==> config.mk <==
export PLATFORM = sky130hd
export DESIGN_NAME = dma_channel_transfer_control
export DESIGN_NICKNAME = d
export VERILOG_FILES = /design/src/dummy_end_marker_none.v /design/src/dma_channel_transfer_control.v /design/src/dma_req_sync.v /design/src/dma_size_sel.v
export VERILOG_INCLUDE_DIRS = /design/src
export SDC_FILE = /design/constraint.sdc
export NUM_CORES = 1
export LEC_CHECK = 0
export BUFFER_PORTS_ARGS = -buffer_cell sky130_fd_sc_hd__buf_2
export CORE_ASPECT_RATIO = 1.1
export CORE_MARGIN = 1
export CORE_UTILIZATION = 58
export DETAILED_ROUTE_END_ITERATION = 8
export PLACE_DENSITY = 0.79
export SLEW_MARGIN = 0
export SYNTH_ARGS = -nofsm -noshare
export SYNTH_HDL_FRONTEND = slang
export SYNTH_SLANG_ARGS = --single-unit
export TNS_END_PERCENT = 10
==> constraint.sdc <==
create_clock -name i_clock -period 7.2 [get_ports i_clock]
set_input_delay 0.72 -clock i_clock [delete_from_list [all_inputs] [get_ports i_clock]]
set_output_delay 0.72 -clock i_clock [all_outputs]
set_load 0.01 [all_outputs]
==> src/dma_consts.vh <==
`ifndef DMA_CONSTS_VH
`define DMA_CONSTS_VH

// register byte offsets on the apb side
`define OFS_SRC_ADDR     12'h000
`define OFS_DST_ADDR     12'h004
`define OFS_COUNT        12'h008
`define OFS_CONTROL      12'h00C
`define OFS_STATUS       12'h010

// widths and reset values
`define COUNT_W          24
`define CTL_W            16
`define CTL_RESET        16'h0000
`define ADDR_RESET       32'h00000000
`define COUNT_RESET      24'h000000

// channel_control_reg fields
`define CTL_START        0
`define CTL_EXT_EN       1
`define CTL_CYCLE_STEAL  2
`define CTL_AUTO_ALIGN   3
`define CTL_SINGLE_ADDR  4
`define CTL_SRC_INC      5
`define CTL_DST_INC      6
`define CTL_SOURCE_OPERAND_SIZE_LO     7
`define CTL_DEST_OPERAND_SIZE_LO     9
`define CTL_BW_LO        11
`define CTL_INT_EN       14
`define CTL_SINGLE_WRITE 15

// status register fields
`define ST_DONE          0
`define ST_BUSY          1
`define ST_CFG_ERR       2
`define ST_SRC_ERR       3
`define ST_DST_ERR       4
`define ST_HOLD_VALID    5

// operand size codes
`define SZ_LONG          2'h0
`define SZ_BYTE          2'h1
`define SZ_WORD          2'h2
`define SZ_LINE          2'h3

// transfer mode and modifier codes
`define TT_DMA           2'h1
`define TM_INTERNAL      3'h0
`define TM_EXTERNAL      3'h1

// bandwidth block is 1 << (field + base)
`define BW_SHIFT_BASE    5'h08
`define LINE_BYTES       5'h10

`endif

==> src/dummy_end_marker_none.v <==
`timescale 1ns/1ns
`default_nettype none
`default_nettype wire
==> src/dma_channel_transfer_control.v <==
`timescale 1ns/1ns
`default_nettype none
`include "dma_consts.vh"

module dma_channel_transfer_control (
   input  wire        i_clock,
   input  wire        i_rst_b,
   input  wire        i_psel,
   input  wire        i_penable,
   input  wire        i_pwrite,
   input  wire [11:0] i_paddr,
   input  wire [31:0] i_pwdata,
   output wire        o_pready,
   output reg  [31:0] o_prdata,
   output wire        o_pslverr,
   input  wire        i_external_request_n,
   input  wire        i_bus_grant,
   input  wire        i_bus_ack,
   input  wire        i_bus_err,
   input  wire [31:0] i_bus_rdata,
   output wire        o_bus_req,
   output wire        o_bus_priority,
   output wire        o_bus_cycle,
   output wire        o_bus_write,
   output wire [31:0] o_bus_addr,
   output wire [1:0]  o_bus_size,
   output wire [31:0] o_bus_wdata,
   output wire [1:0]  o_bus_tt,
   output wire [2:0]  o_bus_tm,
   output wire        o_irq
);

   localparam [3:0] S_IDLE  = 4'b0001;
   localparam [3:0] S_SETUP = 4'b0010;
   localparam [3:0] S_READ  = 4'b0100;
   localparam [3:0] S_WRITE = 4'b1000;

   reg [3:0]          state_reg;
   reg [31:0]         source_address_reg;
   reg [31:0]         dest_address_reg;
   reg [`COUNT_W-1:0] byte_count_reg;
   reg [`CTL_W-1:0]   channel_control_reg;
   reg [31:0]         hold_reg;
   reg [4:0]          rd_left_reg;
   reg [4:0]          wr_left_reg;
   reg                done_reg;
   reg                cfg_err_reg;
   reg                source_bus_error_flag;
   reg                dest_bus_error_flag;
   reg                hold_valid_reg;
   reg                ext_start_reg;
   reg                bw_drop_reg;

   wire               ext_req;
   wire [1:0]         src_pick;
   wire [1:0]         dst_pick;

   // decoded control fields
   wire [1:0] source_operand_size   = channel_control_reg[`CTL_SOURCE_OPERAND_SIZE_LO+1:`CTL_SOURCE_OPERAND_SIZE_LO];
   wire [1:0] dest_operand_size     = channel_control_reg[`CTL_DEST_OPERAND_SIZE_LO+1:`CTL_DEST_OPERAND_SIZE_LO];
   wire [2:0] bandwidth_limit_field = channel_control_reg[`CTL_BW_LO+2:`CTL_BW_LO];
   wire       auto_align_enable     = channel_control_reg[`CTL_AUTO_ALIGN];
   wire       ext_request_enable    = channel_control_reg[`CTL_EXT_EN];
   wire       single_addr           = channel_control_reg[`CTL_SINGLE_ADDR];
   wire       cycle_steal           = channel_control_reg[`CTL_CYCLE_STEAL];
   wire       start_bit             = channel_control_reg[`CTL_START];

   wire st_idle  = state_reg[0];
   wire st_setup = state_reg[1];
   wire st_read  = state_reg[2];
   wire st_write = state_reg[3];

   function [4:0] size_bytes;
      input [1:0] s;
      begin
         case (s)
            `SZ_BYTE: size_bytes = 5'h01;
            `SZ_WORD: size_bytes = 5'h02;
            `SZ_LINE: size_bytes = 5'h10;
            default:  size_bytes = 5'h04;
         endcase
      end
   endfunction

   // low address or count bits that break the operand alignment
   function misal;
      input [3:0] v;
      input [4:0] b;
      begin
         misal = |(v & (b[3:0] - 4'h1));
      end
   endfunction

   wire [4:0] src_b   = size_bytes(source_operand_size);
   wire [4:0] dst_b   = size_bytes(dest_operand_size);
   wire       src_sel = (src_b >= dst_b);
   wire [4:0] rd_b    = size_bytes(src_pick);
   wire [4:0] wr_b    = size_bytes(dst_pick);
   wire [4:0] acc_b   = st_write ? wr_b : rd_b;

   // limit for the size pickers: whole chunk at setup, then what is left
   wire [4:0] pick_lim = st_setup ? `LINE_BYTES : (st_read ? rd_left_reg : wr_left_reg);

   // configuration check; the aligned side is exempt
   wire chk_src = !auto_align_enable || !src_sel;
   wire chk_dst = !single_addr && (!auto_align_enable || src_sel);
   wire cfg_bad = (chk_src && (misal(source_address_reg[3:0], src_b) ||
                               misal(byte_count_reg[3:0], src_b))) ||
                  (chk_dst && (misal(dest_address_reg[3:0], dst_b) ||
                               misal(byte_count_reg[3:0], dst_b)));

   // bytes moved by one read/write transfer
   wire [4:0] chunk_b = single_addr ? src_b :
                        (auto_align_enable ? (src_sel ? rd_b : wr_b) :
                         (src_sel ? src_b : dst_b));

   // address step enables; the aligned side always steps
   wire sar_inc = channel_control_reg[`CTL_SRC_INC] || (auto_align_enable && src_sel);
   wire dar_inc = channel_control_reg[`CTL_DST_INC] || (auto_align_enable && !src_sel);

   // count after this access and the bandwidth boundary test
   wire [`COUNT_W-1:0] count_dec = byte_count_reg - {{(`COUNT_W-5){1'b0}}, acc_b};
   wire [4:0]          bw_shift  = {2'b00, bandwidth_limit_field} + `BW_SHIFT_BASE;
   wire [`COUNT_W-1:0] bw_block  = {{(`COUNT_W-1){1'b0}}, 1'b1} << bw_shift;
   // an exact multiple only; a count that steps over it keeps the request
   wire bw_hit   = (bandwidth_limit_field != 3'h0) &&
                   ((count_dec & (bw_block - 24'h000001)) == 24'h000000);
   wire fin_done = (count_dec == 24'h000000);
   wire [3:0] fin_state = (fin_done || cycle_steal) ? S_IDLE : S_SETUP;

   // a bus cycle completes only while the arbiter grants us
   wire acc_go = (st_read || st_write) && i_bus_grant && i_bus_ack;

   // software start or enabled external line, while idle and not done
   wire go = st_idle && !done_reg && (start_bit || (ext_request_enable && ext_req));

   // apb decode; the slave never waits
   wire apb_wr  = i_psel && i_penable && i_pwrite;
   wire apb_hit = (i_paddr == `OFS_SRC_ADDR) || (i_paddr == `OFS_DST_ADDR) ||
                  (i_paddr == `OFS_COUNT) || (i_paddr == `OFS_CONTROL) ||
                  (i_paddr == `OFS_STATUS);
   wire st_clr  = apb_wr && (i_paddr == `OFS_STATUS) && i_pwdata[`ST_DONE];

   dma_req_sync u_req_sync (
      .i_clock     (i_clock),
      .i_rst_b     (i_rst_b),
      .i_request_n (i_external_request_n),
      .o_request   (ext_req)
   );

   dma_size_sel u_src_size (
      .i_align     (auto_align_enable),
      .i_addr      (source_address_reg[3:0]),
      .i_prog_size (source_operand_size),
      .i_count     (byte_count_reg),
      .i_limit     (pick_lim),
      .o_size      (src_pick)
   );

   dma_size_sel u_dst_size (
      .i_align     (auto_align_enable),
      .i_addr      (dest_address_reg[3:0]),
      .i_prog_size (dest_operand_size),
      .i_count     (byte_count_reg),
      .i_limit     (pick_lim),
      .o_size      (dst_pick)
   );

   // status word as software sees it
   reg [31:0] status_word;
   always @* begin
      status_word = 32'h00000000;
      status_word[`ST_DONE]       = done_reg;
      status_word[`ST_BUSY]       = !st_idle;
      status_word[`ST_CFG_ERR]    = cfg_err_reg;
      status_word[`ST_SRC_ERR]    = source_bus_error_flag;
      status_word[`ST_DST_ERR]    = dest_bus_error_flag;
      status_word[`ST_HOLD_VALID] = hold_valid_reg;
   end

   // read data is captured in the setup phase, stable through access
   always @(posedge i_clock or negedge i_rst_b) begin
      if (!i_rst_b) begin
         o_prdata <= 32'h00000000;
      end else if (i_psel && !i_penable && !i_pwrite) begin
         case (i_paddr)
            `OFS_SRC_ADDR: o_prdata <= source_address_reg;
            `OFS_DST_ADDR: o_prdata <= dest_address_reg;
            `OFS_COUNT:    o_prdata <= {8'h00, byte_count_reg};
            `OFS_CONTROL:  o_prdata <= {16'h0000, channel_control_reg};
            `OFS_STATUS:   o_prdata <= status_word;
            default:       o_prdata <= 32'h00000000;
         endcase
      end
   end

   // channel engine; software writes come last so they win over hardware,
   // except that a hardware status set wins over the done write-one
   always @(posedge i_clock or negedge i_rst_b) begin
      if (!i_rst_b) begin
         state_reg             <= S_IDLE;
         source_address_reg    <= `ADDR_RESET;
         dest_address_reg      <= `ADDR_RESET;
         byte_count_reg        <= `COUNT_RESET;
         channel_control_reg   <= `CTL_RESET;
         hold_reg              <= 32'h00000000;
         rd_left_reg           <= 5'h00;
         wr_left_reg           <= 5'h00;
         done_reg              <= 1'b0;
         cfg_err_reg           <= 1'b0;
         source_bus_error_flag <= 1'b0;
         dest_bus_error_flag   <= 1'b0;
         hold_valid_reg        <= 1'b0;
         ext_start_reg         <= 1'b0;
         bw_drop_reg           <= 1'b0;
      end else begin
         bw_drop_reg <= 1'b0;
         // write-one to done clears flags and stops the channel
         if (st_clr) begin
            done_reg              <= 1'b0;
            cfg_err_reg           <= 1'b0;
            source_bus_error_flag <= 1'b0;
            dest_bus_error_flag   <= 1'b0;
         end
         // the engine runs after the clear, so a hardware set in the same cycle wins
         begin
            case (state_reg)
               S_IDLE: begin
                  if (go && !st_clr) begin // a clear holds the channel idle
                     channel_control_reg[`CTL_START] <= 1'b0;
                     ext_start_reg <= !start_bit;
                     if (cfg_bad) begin
                        cfg_err_reg <= 1'b1;
                        done_reg    <= 1'b1;
                     end else begin
                        state_reg <= S_SETUP;
                     end
                  end
               end
               S_SETUP: begin
                  rd_left_reg <= chunk_b;
                  wr_left_reg <= chunk_b;
                  state_reg   <= S_READ;
               end
               S_READ: begin
                  if (acc_go) begin
                     if (i_bus_err) begin
                        source_bus_error_flag <= 1'b1;
                        done_reg              <= 1'b1;
                        state_reg             <= S_IDLE;
                     end else begin
                        if (sar_inc) begin
                           source_address_reg <= source_address_reg + {27'h0, rd_b};
                        end
                        if (single_addr) begin
                           byte_count_reg <= count_dec;
                           done_reg       <= fin_done;
                           bw_drop_reg    <= bw_hit && !fin_done;
                           state_reg      <= fin_state;
                        end else begin
                           hold_reg       <= i_bus_rdata;
                           hold_valid_reg <= 1'b1;
                           rd_left_reg    <= rd_left_reg - rd_b;
                           if (rd_left_reg == rd_b) begin
                              state_reg <= S_WRITE;
                           end
                        end
                     end
                  end
               end
               S_WRITE: begin
                  if (acc_go) begin
                     if (i_bus_err) begin
                        dest_bus_error_flag <= 1'b1;
                        done_reg            <= 1'b1;
                        hold_valid_reg      <= 1'b0;
                        state_reg           <= S_IDLE;
                     end else begin
                        if (dar_inc) begin
                           dest_address_reg <= dest_address_reg + {27'h0, wr_b};
                        end
                        byte_count_reg <= count_dec;
                        wr_left_reg    <= wr_left_reg - wr_b;
                        if (wr_left_reg == wr_b) begin
                           hold_valid_reg <= 1'b0;
                           done_reg       <= fin_done;
                           bw_drop_reg    <= bw_hit && !fin_done;
                           state_reg      <= fin_state;
                        end
                     end
                  end
               end
               default: begin
                  state_reg <= S_IDLE;
               end
            endcase
         end
         // a stopped channel goes idle whatever the engine chose
         if (st_clr) begin
            state_reg <= S_IDLE;
         end
         // software register writes take effect at the access edge
         if (apb_wr) begin
            case (i_paddr)
               `OFS_SRC_ADDR: source_address_reg  <= i_pwdata;
               `OFS_DST_ADDR: dest_address_reg    <= i_pwdata;
               `OFS_COUNT:    byte_count_reg      <= i_pwdata[`COUNT_W-1:0];
               `OFS_CONTROL:  channel_control_reg <= i_pwdata[`CTL_W-1:0];
               default: begin
               end
            endcase
         end
      end
   end

   // apb answers at once; unmapped addresses get an error
   assign o_pready  = 1'b1;
   assign o_pslverr = i_psel && i_penable && !apb_hit;

   // bus side; request drops one clock at a bandwidth boundary
   assign o_bus_req      = !st_idle && !bw_drop_reg;
   assign o_bus_priority = !st_idle && (bandwidth_limit_field == 3'h0);
   assign o_bus_cycle    = st_read || st_write;
   assign o_bus_write    = st_write ||
                           (st_read && single_addr && channel_control_reg[`CTL_SINGLE_WRITE]);
   assign o_bus_addr     = st_write ? dest_address_reg : source_address_reg;
   assign o_bus_size     = st_write ? dst_pick : src_pick;
   assign o_bus_wdata    = hold_reg;
   assign o_bus_tt       = `TT_DMA;
   assign o_bus_tm       = ext_start_reg ? `TM_EXTERNAL : `TM_INTERNAL;

   // interrupt follows done, set on success or error
   assign o_irq = channel_control_reg[`CTL_INT_EN] && done_reg;

endmodule // dma_channel_transfer_control

`default_nettype wire

==> src/dma_req_sync.v <==
`timescale 1ns/1ns
`default_nettype none

module dma_req_sync (
   input  wire i_clock,
   input  wire i_rst_b,
   input  wire i_request_n,
   output wire o_request
);

   reg meta_reg;
   reg sync_reg;

   // two stages; the first is read only by the second
   always @(posedge i_clock or negedge i_rst_b) begin
      if (!i_rst_b) begin
         meta_reg <= 1'b1;
         sync_reg <= 1'b1;
      end else begin
         meta_reg <= i_request_n;
         sync_reg <= meta_reg;
      end
   end

   assign o_request = ~sync_reg;

endmodule // dma_req_sync

`default_nettype wire

==> src/dma_size_sel.v <==
`timescale 1ns/1ns
`default_nettype none
`include "dma_consts.vh"

module dma_size_sel (
   input  wire                 i_align,
   input  wire [3:0]           i_addr,
   input  wire [1:0]           i_prog_size,
   input  wire [`COUNT_W-1:0]  i_count,
   input  wire [4:0]           i_limit,
   output reg  [1:0]           o_size
);

   reg [4:0] lim;
   reg [4:0] cap;

   function [4:0] size_bytes;
      input [1:0] s;
      begin
         case (s)
            `SZ_BYTE: size_bytes = 5'h01;
            `SZ_WORD: size_bytes = 5'h02;
            `SZ_LINE: size_bytes = 5'h10;
            default:  size_bytes = 5'h04;
         endcase
      end
   endfunction

   // size fits the byte limit, the cap and the address alignment
   function fits;
      input [1:0] s;
      input [3:0] a;
      input [4:0] l;
      input [4:0] c;
      reg   [4:0] b;
      begin
         b = size_bytes(s);
         fits = (b <= l) && (b <= c) && ((a & (b[3:0] - 4'h1)) == 4'h0);
      end
   endfunction

   // largest legal size; below 16 bytes the remaining count rules
   always @* begin
      lim = i_limit;
      if (i_count < 24'h000010 && i_count[4:0] < lim) begin
         lim = i_count[4:0];
      end
      cap = size_bytes(i_prog_size);
      if (!i_align) begin
         o_size = i_prog_size;
      end else if (fits(`SZ_LINE, i_addr, lim, cap)) begin
         o_size = `SZ_LINE;
      end else if (fits(`SZ_LONG, i_addr, lim, cap)) begin
         o_size = `SZ_LONG;
      end else if (fits(`SZ_WORD, i_addr, lim, cap)) begin
         o_size = `SZ_WORD;
      end else begin
         o_size = `SZ_BYTE;
      end
   end

endmodule // dma_size_sel

`default_nettype wire

==> results.txt, run 1 <==
CP startpoint - state_reg[2]
CP Cell Sequence - mux2i_1, or2_2, ha_1, or4_1, o211ai_2, o211a_4, mux2i_1, a311o_1, a21oi_2, ha_1, inv_1, fa_1, nand2b_1, a21oi_1, o21ai_0, nor4_1, nand2_1, or3_1, nor2_1, xnor2_1, a21oi_1
row count - 55
peak supply drop - 0.1773 mV
Synth Cell Area - 0.01248 mm²
synthesized area per cell - 8.878 µm²
Synth area leader - dfrtp_1
postcts setup bufs - 0
Hold WS - 264.0 ps
Crit Path Category - reg2reg
DR vias/cell - 6.457
DP Worst Slack - 625.3 ps
Startpoint Class - flop
Ys Warns - 0
drt total wl - 42800 µm
CP max stage delay - 740 ps
sequential share of the synthesized area - 38.32%
number of flops mapped to enable cells by yosys - 0
die width - 141.9 µm
Critical Path End - source_address_reg[28]
Critical Path Stages - 21
crit path time final - 6705 ps
Crit. End Element - flop
status - complete, no violations
Post-DP HPWL - 32200 µm
R2R Setup Slk - 490 ps
Root Buffer - clkbuf_16
number of remaining DRC errors - 0
RSZ-0062 raised after global routing - no
total CTS buffers - 17
Final Instance Count excl. Fillers - 1850
Crit path arrival time - 7040 ps
fmax - 149.1 MHz
H-Tree Level Count - 4
Power Dens Cells - 212.2 mW/mm²
R2R cell count - 21
TritonCTS clock tree - built
GR Overflow Total - 0
share of cells above drive strength 1 - 22.58%
nets@finish - 1678
Most used DFF post-synth - dfrtp_1
Routed Antenna Nets - 0
PnR worst setup slack - 495.0 ps
IO Pins - 195
Final Hold Fails - 0
clk_lat worst skew - 460 ps
CTS Sinks - 191
worst-path maximum fanout - 17
Starting Density - 59.86%
critical path's top delay family - simple AND/OR/NAND/NOR gates
Reg-to-Reg End - source_address_reg[28]
cts hold-fix bufs - 0
Max Cap Viol - 0
count of cells resized by post-cts repair - 0
Tcrit/Tclk final - 93.13%
asr flop ratio synth - 100.0%
Synth top area share - 37.69%
Layout area overhead - 13.77%
maximum clock insertion buffer count - 2
number of global-route vias before repair - 11400
DRT iter0 DRCs - 1261
initial antenna violation count - 2
Die Ht - 155.9 µm
first-pass iteration count of the detailed router - 5
HP Class - in2async
Lkg Pwr - 6.513 nW
crit path buf inv count - 1
critical path's slowest cell - dfrtp_1
worst slew pin tran - 1189 ps
Slew Viols, Final - 0
CP required - 7530 ps
Distinct cells, synth - 83
via count - 11950
final setup fails - 0
clock skew - 13.09 ps
Reg clk slew, reported paths - 90 ps
global-route wire length before repair - 65430 µm
PortBufs - 189
Placed Cells - 1816
Area contributors post-synth - dfrtp_1 (38%), mux2_2 (7.6%), nand2_1 (5.3%), nor2_1 (4.2%), o21ai_0 (4.0%)
reg2reg start - state_reg[2]
largest net degree at the start of global routing - 68
Synth Register Bits - 191
Rel. slew slack - 20.56%
GPL Wtd Cong - 1.020
WL/cell - 23.14 µm
setup TNS - 0 ps
GR Util All Layers - 39.65%
core area - 0.02085 mm²
Die Footprint - 0.02211 mm²
Post-Syn Instances - 1406
[worst min-delay path by stage]
stage	from	endpoint	slack (ps)
after floorplan	u_req_sync.meta_reg	u_req_sync.sync_reg	350
after global placement	u_req_sync.meta_reg	u_req_sync.sync_reg	350
after detailed placement	u_req_sync.meta_reg	u_req_sync.sync_reg	350
after CTS	i_rst_b	rd_left_reg[3]	290
after global routing	i_rst_b	rd_left_reg[2]	300
final	i_rst_b	rd_left_reg[3]	260
[final cells by class]
type                            count  area, µm²
Timing Repair Buffer              203       1060
Fill cell                        1693       6650
Tap cell                          285      356.6
Sequential cell                   191       4785
Clock inverter                     15      197.7
Antenna cell                        2      5.005
Clock buffer                       17      425.4
Multi-Input combinational cell   1085       7177
Inverter                           52      195.2
[through the flow]
| stage | power (W) | util, % | area [µm²] |
|---|---|---|---|
| after detailed placement | 0.002019 | 65.09 | 13570 |
| after global routing | 0.003134 | 68.09 | 14200 |
| after global placement | 0.002005 | 65.09 | 13570 |
| final | 0.003013 | 68.11 | 14200 |
| after floorplan | 0.001742 | - | 12490 |
| after CTS | 0.003007 | 68.08 | 14200 |
[report_power, final]
group          switching [W]  internal (W)  total [W]  leakage (nW)
clock network       0.000524      0.000484    0.00101         0.303
registers           0.000108       0.00119    0.00130          2.57
logic               0.000403      0.000304   0.000707          3.64
total                0.00104       0.00198    0.00301          6.51
[cells in the mapped netlist, types with 11 or more instances]
cell / n
clkbuf_1: 61
o21ai_0: 101
o21ai_1: 12
mux2_2: 84
nor2b_1: 12
nor2_1: 139
a22oi_1: 21
inv_1: 50
a31oi_1: 13
mux2i_1: 25
xnor2_1: 56
and3_1: 24
o31ai_1: 11
nand2_1: 175
dfrtp_1: 188
nor3_1: 31
ha_1: 38
nor4_1: 21
nand3_1: 42
a21oi_1: 75
nand4_1: 12
xor2_1: 40
[placed cells by master, fill, tap and decap left out, drive strengths merged, types with 11 or more instances in the layout]
cell type / instances
a21oi: 77
a22oi: 21
a31oi: 13
and3: 24
buf: 202
clkbuf: 18
dfrtp: 188
ha: 38
inv: 61
mux2: 84
mux2i: 25
nand2: 175
nand3: 42
nand4: 12
nor2: 139
nor2b: 13
nor3: 34
nor4: 22
o21ai: 113
o31ai: 11
xnor2: 56
xor2: 40
[cells by family after synthesis]
group,synth area share [%]
buffers and inverters,4.340
AOI/OAI and AO/OA,15.77
and+or+nand+nor,19.32
adders and majority gates,4.611
other,0.06017
muxes,10.85
xor gates and xnor gates,6.736
DFF,38.32
[metal layers]
layer	share of wire [%]	vias up	routed length (µm)	global-route usage, %
met5	0	-	0	0
met1	40	5745	16990	52.49
met2	46	761	19480	62.35
met3	10	151	4340	8.011
met4	4.7	0	1995	19.00
li1	-	5288	-	-
(Power assumes the default switching activity.)
==> inputs of run 2 (changes only) <==
CORE_UTILIZATION = 46   (was 58)
PLACE_DENSITY = 0.65   (was 0.79)
==> results.txt, run 2 (synthesis gave the netlist of run 1 again) <==
peak supply drop - 0.1625 mV (-8.3%)
GPL Wtd Cong - 1.001 (-1.9%)
first-pass iteration count of the detailed router - 7 (+2)
worst slew pin tran - 1185 ps (-3.588 ps)
Routed Antenna Nets - 0 (unchanged)
global-route wire length before repair - 67310 µm (+2.9%)
number of global-route vias before repair - 10970 (-3.8%)
worst-path maximum fanout - 17 (unchanged)
fmax - 153.8 MHz (+3.1%)
CP startpoint - state_reg[2]
Final Hold Fails - 0 (unchanged)
total CTS buffers - 17 (unchanged)
Power Dens Cells - 212.9 mW/mm² (+0.34%)
Post-DP HPWL - 33430 µm (+3.8%)
crit path time final - 6501 ps (-203.7 ps)
Reg-to-Reg End - done_reg
Placed Cells - 1887 (+3.9%)
reg2reg start - state_reg[2]
Final Instance Count excl. Fillers - 1920 (+3.8%)
H-Tree Level Count - 4 (unchanged)
maximum clock insertion buffer count - 2 (unchanged)
row count - 62 (+13%)
Tcrit/Tclk final - 90.30% (-2.8 points)
via count - 11660 (-2.4%)
count of cells resized by post-cts repair - 0 (unchanged)
Critical Path End - done_reg
final setup fails - 0 (unchanged)
cts hold-fix bufs - 0 (unchanged)
share of cells above drive strength 1 - 22.78% (+0.20 points)
RSZ-0062 raised after global routing - no
drt total wl - 44370 µm (+3.7%)
status - complete, no violations
largest net degree at the start of global routing - 70 (+2.9%)
IO Pins - 195 (unchanged)
most frequent cells in the layout - buf_2 (188), dfrtp_1 (187), nand2_1 (174)
PortBufs - 189 (unchanged)
core area - 0.02638 mm² (+26%)
postcts setup bufs - 0 (unchanged)
R2R cell count - 22 (+4.8%)
commonest non-fill, non-tap cell in the layout - buf_2
nets@finish - 1682 (+0.24%)
Starting Density - 47.32% (-13 points)
GR Util All Layers - 32.16% (-7.5 points)
CTS Sinks - 191 (unchanged)
Layout area overhead - 14.83%
Crit Path Category - reg2reg
die width - 159.1 µm (+12%)
Reg clk slew, reported paths - 80 ps (about the same)
CP required - 7590 ps (+60 ps)
setup TNS - 0 ps (unchanged)
number of remaining DRC errors - 0 (unchanged)
WL/cell - 23.11 µm (-0.11%)
DRT iter0 DRCs - 1187 (-5.9%)
Crit path arrival time - 6890 ps (-150 ps)
Rel. slew slack - 20.99% (+0.43 points)
Startpoint Class - flop
clock skew - 15.40 ps (+2.310 ps)
clk_lat worst skew - 460 ps (about the same)
R2R Setup Slk - 700 ps (+200 ps)
Crit. End Element - flop
GR Overflow Total - 0 (unchanged)
TritonCTS clock tree - built
Lkg Pwr - 6.542 nW (+0.45%)
Max Cap Viol - 0 (unchanged)
initial antenna violation count - 2 (unchanged)
Slew Viols, Final - 0 (unchanged)
Root Buffer - clkbuf_16
Die Ht - 174.8 µm (+12%)
HP Class - in2async
DR vias/cell - 6.073 (-5.9%)
Die Footprint - 0.02780 mm² (+26%)
run 2: per-stage QoR:
stage	utilization (%)	area (µm²)	total power (W)	hold slack, ps	setup slack [ps]
after floorplan	-	12490	0.001742	345.2	1785
after global placement	51.89	13690	0.002017	349.1	1087
after detailed placement	51.89	13690	0.002020	350.0	924.6
after CTS	54.33	14330	0.003052	288.4	889.9
after global routing	54.34	14330	0.003176	293.9	366.6
final	54.34	14330	0.003052	256.6	698.7
run 2: layout make-up:
cell class                      instances  area (µm²)
Inverter                               52       195.2
Tap cell                              352       440.4
Timing Repair Buffer                  207        1090
Sequential cell                       191        4785
Clock buffer                           17       425.4
Clock inverter                         15       217.7
Multi-Input combinational cell       1085        7177
Antenna cell                            1       2.502
Fill cell                            2528       12040
run 2: layer usage:
layer	global-route usage, %	part of all wire, %	vias up
met5	0	0.029	-
met2	49.65	45	626
met1	45.59	44	5653
met3	5.649	8.5	89
met4	10.78	2.8	2
li1	-	-	5290
run 2: critical path: stages (launching register included):
cell and delay [ps]:
dfrtp_1 760, mux2i_1 200, or2_2 310, ha_1 200, or4_1 520, o211ai_2 190
o211a_4 310, mux2i_1 370, a311o_1 320, nand3_1 250, inv_1 200, a21oi_1 140
inv_2 80, fa_1 230, nor2b_1 100, o31ai_1 580, nand3_1 180, xnor2_1 170
nor4_1 420, and4_1 390, o31ai_1 90, a221o_1 320, nand3_1 70
run 2: worst min-delay path by stage:
stage | endpoint | slack (ps) | cells past startpoint
after floorplan | u_req_sync.sync_reg | 350 | 0
after detailed placement | u_req_sync.sync_reg | 350 | 0
after global placement | u_req_sync.sync_reg | 350 | 0
after global routing | channel_control_reg[3] | 290 | 1
final | channel_control_reg[3] | 260 | 1
after CTS | byte_count_reg[11] | 290 | 1
run 2: power breakdown:
group          total [W]  leakage (nW)  internal (W)  switching [W]
Sequential       0.00129          2.57       0.00119       0.000102
Combinational   0.000719          3.66      0.000306       0.000413
Clock            0.00104         0.312      0.000517       0.000523
